$ cat src/pkg/extbus_defines.svh
/*
 Timing counts and configuration positions for the external bus strobes.
 Assumes inclusion by bare name from the design file and the testbench.
*/
`ifndef EXTBUS_DEFINES_SVH
`define EXTBUS_DEFINES_SVH
`define CLK_PERIOD_NS      50
`define ADDR_PHASE_NS      50
`define ADDR_PHASE_CYC     ((`ADDR_PHASE_NS + `CLK_PERIOD_NS - 1) / `CLK_PERIOD_NS)
`define DATA_PHASE_NS      150
`define DATA_PHASE_CYC     ((`DATA_PHASE_NS + `CLK_PERIOD_NS - 1) / `CLK_PERIOD_NS)
`define CFG_A_WIDTH_BIT    1
`define CFG_B_WIDTH_BIT    2
`define CFG_RST            8'h00
`define ADDR_RST           16'h0000
`endif

$ cat src/pkg/extbus_pkg.sv
/*
 Types for the external bus strobe block.
 Assumes the defines header is available on the include path.
*/
package extbus_pkg;
	typedef enum logic [1:0] {ST_IDLE, ST_ADDR, ST_DATA} bus_state_t;
endpackage

$ cat src/verilog/external_bus_strobes.sv
/*
 External bus cycle sequencer: multiplexed address/data lines, the
 start-of-cycle pulse or address-valid level on one shared strobe pin,
 bus width selection, byte enables and input pin sampling.
 Assumes a core that raises a one-cycle request and holds its inputs
 steady while busy is high; an external latch captures the address.
*/
`timescale 1ns/100ps
`default_nettype none
`include "extbus_defines.svh"
module external_bus_strobes
	import extbus_pkg::*;
(
	input  wire logic        CLK_I,
	input  wire logic        RST_I,
	input  wire logic        REQ_I,
	input  wire logic        EXT_I,
	input  wire logic        WRITE_I,
	input  wire logic [15:0] ADDR_I,
	input  wire logic [15:0] WDATA_I,
	input  wire logic        WORD_I,
	input  wire logic [7:0]  CHIP_CONFIG_REG_A_I,
	input  wire logic [7:0]  CHIP_CONFIG_REG_B_I,
	input  wire logic        STROBE_LEVEL_MODE_I,
	input  wire logic        POWERDOWN_I,
	input  wire logic        BUS_WIDTH_SELECT_I,
	input  wire logic        EXT_IRQ_IN_I,
	input  wire logic [15:0] AD_I,
	output logic      [15:0] AD_O,
	output logic      [15:0] AD_OE_O,
	output logic             STROBE_O,
	output logic             HIGH_BYTE_ENABLE_N_O,
	output logic             BUSY_O,
	output logic             DONE_O,
	output logic      [15:0] RDATA_O,
	output logic             EXT_IRQ_O
);
	bus_state_t  state_r, state_nxt;
	logic [15:0] ad_r, ad_nxt, oe_r, oe_nxt, rdata_r, rdata_nxt;
	logic        strobe_r, strobe_nxt, bhe_n_r, bhe_n_nxt;
	logic        done_r, done_nxt, wide_r, wide_nxt, wr_r, wr_nxt;
	logic        lvl_r, lvl_nxt, irq_r, irq_nxt, irq_d_r, irq_d_nxt;
	logic [1:0]  cnt_r, cnt_nxt;
	logic [15:0] wdat_r, wdat_nxt;
	logic        addr0_r, addr0_nxt, word_r, word_nxt;
	logic        busy_r, busy_nxt;
	logic [15:0] ad_s1_r, ad_s2_r;
	logic        bw_s1_r, bw_s2_r, irq_s1_r, irq_s2_r;

	// Width decode from the two configuration bits and the pin.
	function automatic logic width16(input logic a, input logic b,
		input logic pin);
		width16 = (a && b) ? pin : a;
	endfunction

	// Two-flop synchronisers on every pin input; reset is the only level.
	always_ff @(posedge CLK_I or posedge RST_I) begin
		if (RST_I) begin
			ad_s1_r  <= 16'h0000;
			ad_s2_r  <= 16'h0000;
			bw_s1_r  <= 1'b0;
			bw_s2_r  <= 1'b0;
			irq_s1_r <= 1'b0;
			irq_s2_r <= 1'b0;
		end else begin
			ad_s1_r  <= AD_I;
			ad_s2_r  <= ad_s1_r;
			bw_s1_r  <= BUS_WIDTH_SELECT_I;
			bw_s2_r  <= bw_s1_r;
			irq_s1_r <= EXT_IRQ_IN_I;
			irq_s2_r <= irq_s1_r;
		end
	end

	always_comb begin
		state_nxt = state_r;
		ad_nxt    = ad_r;
		oe_nxt    = oe_r;
		rdata_nxt = rdata_r;
		strobe_nxt = strobe_r;
		bhe_n_nxt = bhe_n_r;
		done_nxt  = 1'b0;
		wide_nxt  = wide_r;
		wr_nxt    = wr_r;
		lvl_nxt   = lvl_r;
		cnt_nxt   = cnt_r;
		wdat_nxt  = wdat_r;
		addr0_nxt = addr0_r;
		word_nxt  = word_r;
		irq_d_nxt = irq_s2_r;
		// Powerdown has no clean edge to rely on, so the level wakes.
		if (POWERDOWN_I)
			irq_nxt = irq_s2_r;
		else
			irq_nxt = irq_s2_r && !irq_d_r;
		case (state_r)
		ST_IDLE: begin
			// The strobe idles in its inactive sense for the chosen mode.
			strobe_nxt = STROBE_LEVEL_MODE_I;
			oe_nxt = 16'h0000;
			bhe_n_nxt = 1'b1;
			if (REQ_I && EXT_I) begin
				state_nxt = ST_ADDR;
				lvl_nxt   = STROBE_LEVEL_MODE_I;
				strobe_nxt = !STROBE_LEVEL_MODE_I;
				ad_nxt    = ADDR_I;
				oe_nxt    = 16'hffff;
				wr_nxt    = WRITE_I;
				wdat_nxt  = WDATA_I;
				addr0_nxt = ADDR_I[0];
				word_nxt  = WORD_I;
				wide_nxt  = width16(
					CHIP_CONFIG_REG_A_I[`CFG_A_WIDTH_BIT],
					CHIP_CONFIG_REG_B_I[`CFG_B_WIDTH_BIT], bw_s2_r);
				// Byte lanes: both, high only or low only.
				bhe_n_nxt = !(width16(
					CHIP_CONFIG_REG_A_I[`CFG_A_WIDTH_BIT],
					CHIP_CONFIG_REG_B_I[`CFG_B_WIDTH_BIT], bw_s2_r)
					&& (WORD_I || ADDR_I[0]));
				cnt_nxt = 2'(`ADDR_PHASE_CYC - 1);
			end
		end
		ST_ADDR: begin
			if (cnt_r != 2'h0) begin
				cnt_nxt = cnt_r - 2'h1;
			end else begin
				state_nxt = ST_DATA;
				// Pulse ends here; the level form stays low to the end.
				strobe_nxt = 1'b0;
				ad_nxt = wr_r ? wdat_r : 16'h0000;
				oe_nxt = wr_r ? (wide_r ? 16'hffff : 16'h00ff) : 16'h0000;
				cnt_nxt = 2'(`DATA_PHASE_CYC - 1);
			end
		end
		ST_DATA: begin
			if (cnt_r != 2'h0) begin
				cnt_nxt = cnt_r - 2'h1;
			end else begin
				state_nxt = ST_IDLE;
				strobe_nxt = lvl_r;
				oe_nxt = 16'h0000;
				bhe_n_nxt = 1'b1;
				done_nxt = 1'b1;
				if (!wr_r)
					rdata_nxt = wide_r ? ad_s2_r
						: {8'h00, ad_s2_r[7:0]};
			end
		end
		default: state_nxt = ST_IDLE;
		endcase
		busy_nxt = (state_nxt != ST_IDLE);
	end

	always_ff @(posedge CLK_I or posedge RST_I) begin
		if (RST_I) begin
			state_r <= ST_IDLE;
			ad_r    <= `ADDR_RST;
			oe_r    <= 16'h0000;
			rdata_r <= 16'h0000;
			strobe_r <= 1'b0;
			bhe_n_r <= 1'b1;
			done_r  <= 1'b0;
			wide_r  <= 1'b0;
			wr_r    <= 1'b0;
			lvl_r   <= 1'b0;
			cnt_r   <= 2'h0;
			wdat_r  <= 16'h0000;
			addr0_r <= 1'b0;
			word_r  <= 1'b0;
			irq_r   <= 1'b0;
			irq_d_r <= 1'b0;
			busy_r  <= 1'b0;
		end else begin
			state_r <= state_nxt;
			ad_r    <= ad_nxt;
			oe_r    <= oe_nxt;
			rdata_r <= rdata_nxt;
			strobe_r <= strobe_nxt;
			bhe_n_r <= bhe_n_nxt;
			done_r  <= done_nxt;
			wide_r  <= wide_nxt;
			wr_r    <= wr_nxt;
			lvl_r   <= lvl_nxt;
			cnt_r   <= cnt_nxt;
			wdat_r  <= wdat_nxt;
			addr0_r <= addr0_nxt;
			word_r  <= word_nxt;
			irq_r   <= irq_nxt;
			irq_d_r <= irq_d_nxt;
			busy_r  <= busy_nxt;
		end
	end

	assign AD_O    = ad_r;
	assign AD_OE_O = oe_r;
	assign STROBE_O = strobe_r;
	assign HIGH_BYTE_ENABLE_N_O = bhe_n_r;
	assign BUSY_O  = busy_r;
	assign DONE_O  = done_r;
	assign RDATA_O = rdata_r;
	assign EXT_IRQ_O = irq_r;

	AST_ADDR_DRIVEN: assert property (@(posedge CLK_I) disable iff (RST_I)
		state_r == ST_IDLE && REQ_I && EXT_I |=> AD_O == $past(ADDR_I)
		&& AD_OE_O == 16'hffff) else $error("address not driven");
	AST_WRITE_DATA: assert property (@(posedge CLK_I) disable iff (RST_I)
		$rose(state_r == ST_DATA) && wr_r |-> AD_O == wdat_r)
		else $error("write data not driven");
	AST_NO_INTERNAL: assert property (@(posedge CLK_I) disable iff (RST_I)
		state_r == ST_IDLE && !(REQ_I && EXT_I) |=> state_r == ST_IDLE)
		else $error("cycle started for internal access");
	AST_LEVEL_HOLD: assert property (@(posedge CLK_I) disable iff (RST_I)
		state_r != ST_IDLE && lvl_r |-> !STROBE_O)
		else $error("level strobe high during cycle");
	AST_LEVEL_END: assert property (@(posedge CLK_I) disable iff (RST_I)
		DONE_O && lvl_r |-> STROBE_O)
		else $error("level strobe not released");
	AST_PULSE_START: assert property (@(posedge CLK_I) disable iff (RST_I)
		$rose(state_r == ST_ADDR) && !lvl_r |-> STROBE_O)
		else $error("latch pulse missing");
	AST_PULSE_END: assert property (@(posedge CLK_I) disable iff (RST_I)
		state_r == ST_DATA |-> !STROBE_O)
		else $error("latch pulse held into data");
	AST_BYTE_ENC: assert property (@(posedge CLK_I) disable iff (RST_I)
		state_r != ST_IDLE && !wide_r |-> HIGH_BYTE_ENABLE_N_O)
		else $error("high byte enabled on 8-bit bus");
	AST_BYTE_LANES: assert property (@(posedge CLK_I) disable iff (RST_I)
		state_r != ST_IDLE && wide_r |-> HIGH_BYTE_ENABLE_N_O
		== !(word_r || addr0_r)) else $error("byte lanes wrong");
	AST_PD_LEVEL: assert property (@(posedge CLK_I) disable iff (RST_I)
		POWERDOWN_I && irq_s2_r |=> EXT_IRQ_O)
		else $error("powerdown level ignored");
	COV_READ: cover property (@(posedge CLK_I) DONE_O && !wr_r);
	COV_WRITE: cover property (@(posedge CLK_I) DONE_O && wr_r);
	COV_LEVEL: cover property (@(posedge CLK_I) DONE_O && lvl_r);
endmodule
`default_nettype wire

$ cat config.mk
export PLATFORM = sky130hd
export DESIGN_NAME = external_bus_strobes
export DESIGN_NICKNAME = d
export VERILOG_FILES = /design/src/pkg/extbus_pkg.sv /design/src/verilog/external_bus_strobes.sv
export VERILOG_INCLUDE_DIRS = /design/src /design/src/pkg
export SDC_FILE = /design/constraint.sdc
export NUM_CORES = 1
export LEC_CHECK = 0
export BUFFER_PORTS_ARGS = -buffer_cell sky130_fd_sc_hd__buf_4
export CORE_MARGIN = 5
export CORE_UTILIZATION = 40
export DETAILED_ROUTE_END_ITERATION = 12
export HOLD_SLACK_MARGIN = 0.06
export PLACE_DENSITY = 0.72
export SYNTH_ARGS = -nofsm -noshare
export SYNTH_HDL_FRONTEND = slang
export SYNTH_SLANG_ARGS = --single-unit
export TNS_END_PERCENT = 20
$ cat constraint.sdc
create_clock -name CLK_I -period 2.8 [get_ports CLK_I]
set_input_delay 0.14 -clock CLK_I [delete_from_list [all_inputs] [get_ports CLK_I]]
set_output_delay 0.14 -clock CLK_I [all_outputs]
set_load 0.1 [all_outputs]
### Word level (Yosys, flattened, before mapping)

Index checks and enable logic that the tools add are counted.

| word-level totals | value |
|---|---|
| register bits after elaboration | 113 |
| latch bits | 0 |
| RAM bits | 0 |
| ROM bits | 0 |
| bits of input ports | 74 |
| output and inout port bits | 53 |
| word-level logic and storage cells | 80 |
| memories | 0 |

| operators by class | value |
|---|---|
| $add $sub $neg | 1 |
| $mul | 0 |
| divide/modulo/power cells | 0 |
| order comparisons | 0 |
| eq/ne operators | 6 |
| shift operators | 0 |
| multiplexer cells | 30 |
| bitwise gates (word level) | 2 |
| reduce and logical (&&, ||, !) cells | 20 |

Operators by type and width:

| kind | count |
|---|---|
| $mux 16 | 9 |
| $pmux 16 s3 | 1 |
| $pmux 16 s2 | 1 |
| $mux 2 | 6 |
| $pmux 2 s3 | 2 |
| $reduce_and 3->1 | 4 |
| $mux 1 | 9 |
| $ne 2x2->1 const B | 4 |
| $reduce_bool 2->1 | 4 |
| $logic_and 1x1->1 | 4 |
| $reduce_and 2->1 | 2 |
| $logic_not 1->1 | 3 |
| $pmux 1 s3 | 1 |
| $reduce_bool 3->1 | 1 |
| $eq 2x1->1 const B | 1 |
| $eq 2x2->1 const B | 1 |
| $logic_not 2->1 | 1 |
| $not 1->1 | 2 |
| $pmux 1 s2 | 1 |
| $sub 2x1->2 const B | 1 |
| $logic_or 1x1->1 | 1 |

### Depth between registers and ports, before layout

Gate-level depths: netlist of run 1.

| logic depth | value |
|---|---|
| word-level depth | 6 |
| gate-level depth with buffers | 8 |
| depth with buffers taken out | 5 |

### Least setup slack after synthesis of run 1

No wires, ideal clock.

| timing path | value |
|---|---|
| path kind | flip-flop to flip-flop |
| start | register state_r[1] |
| end | register ad_r[0], in the netlist AD_O[0] |
| setup time | 0.126 ns |
| arrival | 1.568 ns |
| required time | 2.674 ns |
| slack | 1.106 ns |
| cell stages (with the launch flop) | 8 |
| path buffers | 2 |
| clock period less this slack | 1.694 ns |
| path through | dfrtp_1 > inv_1 > ha_1 > buf_6 > mux2i_2 > nor2_4 > buf_6 > mux2_4 |

| between the ends | value |
|---|---|
| word-level cells in the longest chain between the ends | 3 |
| elaborated cells on any way between the ends | 7 |
| those cells by class | 3 x eq/ne; 1 x mux; 3 x reduce/logical |

Ends and longest elaborated chain:

| element | line | source |
|---|---|---|
| start, declared | external_bus_strobes.sv:38 | `bus_state_t state_r, state_nxt;` |
| start signal, assigned | external_bus_strobes.sv:174 | `state_r <= state_nxt;` |
| $eq 2x1->1 / $logic_not 2->1 (equally long branches) | external_bus_strobes.sv:96 | `case (state_r)` |
| $ne 2x2->1 (no line) / $reduce_bool 2->1 (equally long branches) | - |  |
| $reduce_and 3->1 (no line) | - |  |
| end signal, assigned | external_bus_strobes.sv:157 | `` ad_r <= `ADDR_RST; `` |
| end signal, assigned | external_bus_strobes.sv:175 | `ad_r <= ad_nxt;` |
| end, declared | external_bus_strobes.sv:39 | `logic [15:0] ad_r, ad_nxt, oe_r, oe_nxt, rdata_r, rdata_nxt;` |

Parallel ways exist; a longest one is shown, timed or not.
A chain may end at the register's enable or synchronous reset.

### Final worst setup path of run 1

| timing path | value |
|---|---|
| start | register state_r[1] |
| end | register ad_r[6], in the netlist AD_O[6] |

The elaborated chain is that of the path after synthesis.

==> results of run 1 <==
## cells by family after synthesis
group	Yosys count	synth area share
compound gates	42	0.08277
fa+ha+maj	8	0.02587
buf+inv	33	0.05561
flops	99	0.6405
mux	48	0.1494
simple gates	35	0.04592
## cell usage after synthesis, types with 2 or more instances
library cell	n
ha_1	8
a22o_1	10
buf_2	4
a21boi_0	3
mux2_4	10
o21ai_0	12
clkbuf_1	2
buf_4	14
nand3_1	2
nand2_1	17
inv_1	9
a22o_2	6
dfrtp_1	98
mux2_2	35
nor2_1	3
o22ai_1	2
buf_6	3
o21ba_2	2
o31ai_1	2
mux2i_1	2
nor2b_1	2
## worst reg2reg max path: stages, from the launching register on
cell	delay, ps
dfrtp_1	440
inv_1	90
ha_1	310
mux2i_2	220
nor2_4	500
mux2_2	410
## placed cells by master, fill, tap and decap left out, drive strengths merged, types with 8 or more instances in the layout
| cell | n |
|---|---|
| buf | 116 |
| dfrtp | 98 |
| mux2 | 45 |
| dlygate4sd3 | 39 |
| nand2 | 17 |
| a22o | 16 |
| o21ai | 12 |
| inv | 12 |
| clkbuf | 10 |
| ha | 8 |
## final cells by class
class / instances / area [um^2] / area share
sequential: 99 / 2479 / 0.4663
timing repair buffer: 155 / 1261 / 0.2373
multi-input combinational: 133 / 1176 / 0.2213
tap: 133 / 166.4 / 0.03131
clock buffer: 10 / 127.6 / 0.02401
clock inverter: 6 / 68.82 / 0.01295
inverter: 9 / 36.28 / 0.006827
## flip-flops by register name, indices dropped and copies added (netlist names), 2 cells and up
signal	count
AD_OE_O	2
ad_s2_r	16
state_r	2
wdat_r	16
AD_O	16
cnt_r	2
RDATA_O	16
ad_s1_r	16
## how the worst min path moves through the flow
stage                           end  slack (ps)  cells past startpoint
2_1_floorplan  ad_s1_r[0]$_DFF_PP0_         170                      0
3_3_place_gp   ad_s1_r[5]$_DFF_PP0_         250                      1
3_5_place_dp   ad_s1_r[2]$_DFF_PP0_         250                      1
4_1_cts        AD_O[12]$_DFFE_PP0P_         120                      3
5_1_grt        AD_O[12]$_DFFE_PP0P_         120                      3
6_report       AD_O[12]$_DFFE_PP0P_         140                      3
## metrics by stage
step                hold WS [ps]  setup WS [ps]  cell area, um^2    util
detailed placement         250.4          734.2             4728  0.4928
global placement           249.0          788.1             4728  0.4928
floorplan                  171.4          71.23             3870       -
global route               115.9          563.1             5315  0.5540
CTS                        116.3          713.2             5315  0.5540
finish                     137.7          725.2             5315  0.5540
## metal layers
metal  vias up  global-route usage  wire [um]
met4         0             0.06673        239
li1       1177                   -          -
met5         -                   0          0
met3        21             0.03522        457
met1      1228              0.1769       3231
met2        67              0.2553       4379
==> flow_metrics.tcl, run 1 <==
set metrics [dict create \
    syn_area_per_cell_um2 14.60 \
    drt_iter0_markers 78 \
    ys_warn_count 0 \
    routedWlPerCell_um 15.24 \
    cp.required_ps 3040 \
    dieArea_um2 11740 \
    fillers 782 \
    synth-edff-count 0 \
    grt_pass1_vias 2773 \
    antenna_found_initial 0 \
    netlist.top_cell.by_area "dfrtp_1" \
    placed_cells 490 \
    r2r-end "AD_O[6]$_DFFE_PP0P_" \
    grt_pass1_wl_um 13540 \
    final_net_count 489 \
    fin_crit_ps 2075 \
    path_cells "inv_1 -> ha_1 -> mux2i_2 -> nor2_4 -> mux2_2" \
    rrSetupSlack_ps 730 \
    clkTransAtPathRegs_ps 90 \
    first_pass_iters 4 \
    die_w_um 108.4 \
    path_buf_inv 1 \
    path_max_fanout 16 \
    drc_errors 0 \
    timing_worst_slew_pin_value_ps 993.4 \
    insertion_delay_ps 350 \
    postCtsSetupRepairBufs 0 \
    status "finished, final reports clean" \
    htreeDepth 3 \
    critical_path_class "register to register" \
    cts_tree "yes" \
    portBuffers 112 \
    synth_cell_types 40 \
    cts-resized-gates 0 \
    drive_gt1_frac 0.4660 \
    slowest_delay_ps 500 \
    slew_violations 0 \
    viasPerCell 4.574 \
    reg2reg_depth 5 \
    final.period_utilization 0.7410 \
    async_flop_share 1.000 \
    ys_top_cells_by_area "dfrtp_1 63%, mux2_2 10%, mux2_4 3.9%" \
    synth_top_area_share 0.6337 \
    cts.sinks 99 \
    globalplace.congestion 0.8171 \
    maxSlewHeadroom 0.3377 \
    arrival_ps 2320 \
    setup_viol_count_final 0 \
    crit_path_end_kind "register" \
    reg2reg_from "state_r[1]$_DFF_PP0_" \
    critPathSlowestCell "nor2_4" \
    hold_buffers 39 \
    rsz0062_at_grt "false" \
    routed_wirelength_um 8307 \
    synth_ff_type "dfrtp_1" \
    finalSetupTns_ps 0 \
    fmax_ghz 0.4820 \
    ioPinCount 127 \
    cts_made_buffers 9 \
    grtUsageTotal 0.1485 \
    hp-start "ADDR_I[12]" \
    crit_end "AD_O[6]$_DFFE_PP0P_" \
    initial_utilization 0.4034 \
    crit_cells 5 \
    row_count 36 \
    synth_seq_cells 99 \
    synth_seq_area_share 0.6405 \
    holdCritPathClass "input port to register" \
    netlist_instances 265 \
    clock_path_buffers 2 \
    core_area_um2 9594 \
    via_count 2493 \
    skew_ps 7.039 \
    crit_start "state_r[1]$_DFF_PP0_" \
    netlist_area_um2 3870 \
    antenna_left 0 \
    place_hpwl_um 5583 \
    grt_max_degree 85 \
    max_cap_viol_count 0 \
    final_cell_count_no_fill 545 \
    cp-start-kind "register" \
    ctsRootBufferMaster "clkbuf_8" \
    syn-num-nets 347 \
    synthToLayoutAreaGrowth_pct 37.34 \
    critical-path-top-delay-family "multiplexers" \
    diodes 0 \
    hold_viol_final 0 \
    die_y_um 108.4 \
    grt_overflow 0 \
]
Power of run 1 is not shown: default switching activity piles up to over one toggle a cycle in this logic, so the estimate is an artifact.
==> run 2: changes to the inputs <==
--- a/config.mk
+++ b/config.mk
@@ -6,6 +6,7 @@
 export SDC_FILE = /design/constraint.sdc
 export NUM_CORES = 1
 export LEC_CHECK = 0
+export ABC_AREA = 1
 export BUFFER_PORTS_ARGS = -buffer_cell sky130_fd_sc_hd__buf_4
 export CORE_MARGIN = 5
 export CORE_UTILIZATION = 40
==> constraint.sdc (replaced) <==
create_clock -name CLK_I -period 1.8 [get_ports CLK_I]
set_input_delay 0.09 -clock CLK_I [delete_from_list [all_inputs] [get_ports CLK_I]]
set_output_delay 0.09 -clock CLK_I [all_outputs]
set_load 0.1 [all_outputs]
==> run 2 against run 1 <==
  * Register-to-register slack worse by 590 ps
  * Sequential share of layout area fell by 2.4 points
  * Final cell count up 28%
  * Non-clock buffer count rose by 15
  * Worst setup slack lost 590 ps
  * Final area increased by 5.5%
  * Die area grew 2.1%
  * Critical endpoint is now AD_O[15]$_DFFE_PP0P_
==> flow_metrics.tcl, run 2 <==
set metrics [dict create \
    status "finished, final reports clean" \
    globalplace.congestion 0.8610 \
    antenna_found_initial 0 \
    netlist_area_um2 3961 \
    grt_overflow 0 \
    timing_worst_slew_pin_value_ps 645.2 \
    cts_made_buffers 9 \
    slew_violations 0 \
    drt_iter0_markers 215 \
    core_area_um2 9729 \
    portBuffers 112 \
    via_count 3136 \
    finalSetupTns_ps 0 \
    crit_path_end_kind "register" \
    cts_tree "yes" \
    layout_common_cells "123 x nand2_1, 118 x buf_4, 98 x dfrtp_1" \
    path_max_fanout 16 \
    ys_warn_count 0 \
    use_met1 0.1847 \
    syn_area_per_cell_um2 9.805 \
    initial_utilization 0.4072 \
    row_count 36 \
    htreeDepth 3 \
    final.period_utilization 0.9255 \
    die_w_um 109.5 \
    fin_crit_ps 1666 \
    rsz0062_at_grt "false" \
    cp.required_ps 2100 \
    fillers 850 \
    synth-edff-count 0 \
    grt_pass1_vias 3107 \
    path_buf_inv 1 \
    die_y_um 109.5 \
    hold_viol_final 0 \
    synth_cell_types 25 \
    slowest_delay_ps 430 \
    maxSlewHeadroom 0.5699 \
    dieArea_um2 11990 \
    netlist.top_cell.by_area "dfrtp_1" \
    critical-path-top-delay-family "simple AND/OR/NAND/NOR gates" \
    critPathSlowestCell "dfrtp_1" \
    place_hpwl_um 5934 \
    routed_wirelength_um 9788 \
    max_cap_viol_count 0 \
    cts.sinks 99 \
    clkTransAtPathRegs_ps 100 \
    clock_path_buffers 2 \
    drive_gt1_frac 0.2824 \
    synth_seq_area_share 0.6257 \
    async_flop_share 1.000 \
    final_common_cell "nand2_1" \
    synth_top_area_share 0.6191 \
    ys_top_cells_by_area "dfrtp_1 62%, nand2_1 12%, o21ai_0 5.7%" \
    netlist_instances 404 \
    setup_viol_count_final 0 \
    arrival_ps 1960 \
    ctsRootBufferMaster "clkbuf_8" \
    ioPinCount 127 \
    synth_seq_cells 99 \
    path_cells "inv_1 -> ha_2 -> nand2_1 -> nand3_4 -> nand2_1 -> o21ai_1" \
    fmax_ghz 0.6003 \
    synthToLayoutAreaGrowth_pct 41.54 \
    first_pass_iters 6 \
    grtUsageTotal 0.1590 \
    drc_errors 0 \
    routedWlPerCell_um 14.06 \
    grt_util_met2 0.2786 \
    skew_ps 10.06 \
    multiInputGateArea_um2 1092 \
    synth.most_common_cell "nand2_1" \
    diodes 0 \
    synthTopCellsByCount "124 x nand2_1, 98 x dfrtp_1, 53 x inv_1" \
    grt_max_degree 52 \
    cp-start-kind "register" \
    holdCritPathClass "input port to register" \
    regArea_um2 2479 \
    syn-num-nets 486 \
    grt_pass1_wl_um 14580 \
    antenna_left 0 \
    grtUsageMet3 0.03641 \
    rrSetupSlack_ps 130 \
    grt_most_used_layer "met2" \
    viasPerCell 4.506 \
    worst_path_most_repeated_cell "nand2_1" \
    insertion_delay_ps 370 \
    critical_path_class "register to register" \
    hold_ws_ps 75.53 \
    synth_ff_type "dfrtp_1" \
    final_net_count 640 \
]
run 2: cell types whose count changed after synthesis, moves of 9 or more:
cell     before  now
a22o_1       10    0
inv_1         9   53
mux2_2       35    0
mux2_4       10    0
nand2_1      17  124
nand3_1       2   14
o21ai_0      12   45
o21ai_2       0    9
run 2: path summary, 6_finish.rpt:
| path | from | end | depth (start not counted) |
|---|---|---|---|
| setup / recovery | state_r[1]$_DFF_PP0_ | AD_O[15]$_DFFE_PP0P_ | 6 |
| hold / removal | ADDR_I[0] | AD_O[0]$_DFFE_PP0P_ | 5 |
| setup reg to reg | state_r[1]$_DFF_PP0_ | AD_O[15]$_DFFE_PP0P_ | 6 |
| hold reg to reg | ad_s1_r[8]$_DFF_PP0_ | ad_s2_r[8]$_DFF_PP0_ | 0 |
| max in group asynchronous | RST_I | lvl_r$_DFFE_PP0P_ | 4 |
| min in group asynchronous | RST_I | ad_s1_r[14]$_DFF_PP0_ | 4 |
run 2: metal layers:
metal / wire (um) / vias up / part of all wire
li1: - / 1535 / -
met1: 3732 / 1473 / 0.38
met2: 5197 / 99 / 0.53
met3: 520 / 29 / 0.053
met4: 338 / 0 / 0.035
met5: 0 / - / 0
run 2: repair_timing:
action | in CTS | in global routing
resized for setup | 0 | 3
buffers inserted | 0 | 2
endpoints found under the hold margin | 148 | 0
hold buffers | 50 | 0
endpoints found under the setup margin | 0 | 17
run 2: metrics by stage:
| stage | area [um^2] | setup slack, ps | util | cells |
|---|---|---|---|---|
| 2_1_floorplan | 3965 | 270.5 | - | 404 |
| 3_3_place_gp | 4815 | 139.7 | 0.4949 | 627 |
| 3_5_place_dp | 4815 | 51.82 | 0.4949 | 627 |
| 4_1_cts | 5544 | 31.90 | 0.5698 | 693 |
| 5_1_grt | 5607 | 8.533 | 0.5763 | 696 |
| 6_report | 5607 | 134.2 | 0.5763 | 696 |
run 2: cells by family after synthesis:
family                   synth area share
AND/OR/NAND/NOR                    0.1541
flip-flops                         0.6257
buffers and inverters              0.1042
AO/OA/AOI/OAI                     0.09065
adder cells (fa/ha/maj)           0.02527
run 2: cell type report:
| cell class | count | share of cell area |
|---|---|---|
| Sequential cell | 99 | 0.4421 |
| Multi-Input combinational cell | 222 | 0.1948 |
| Clock inverter | 7 | 0.01875 |
| Inverter | 56 | 0.03816 |
| Tap cell | 133 | 0.02968 |
| Timing Repair Buffer | 170 | 0.2544 |
| Clock buffer | 9 | 0.02209 |
run 2: tightest hold or removal path, cell delays in order:
cell and delay, ps:
buf_4 80, nand2_1 40, o21ai_0 60, inv_1 50, o21ai_2 90
Power of run 2 is left out for the same reason.
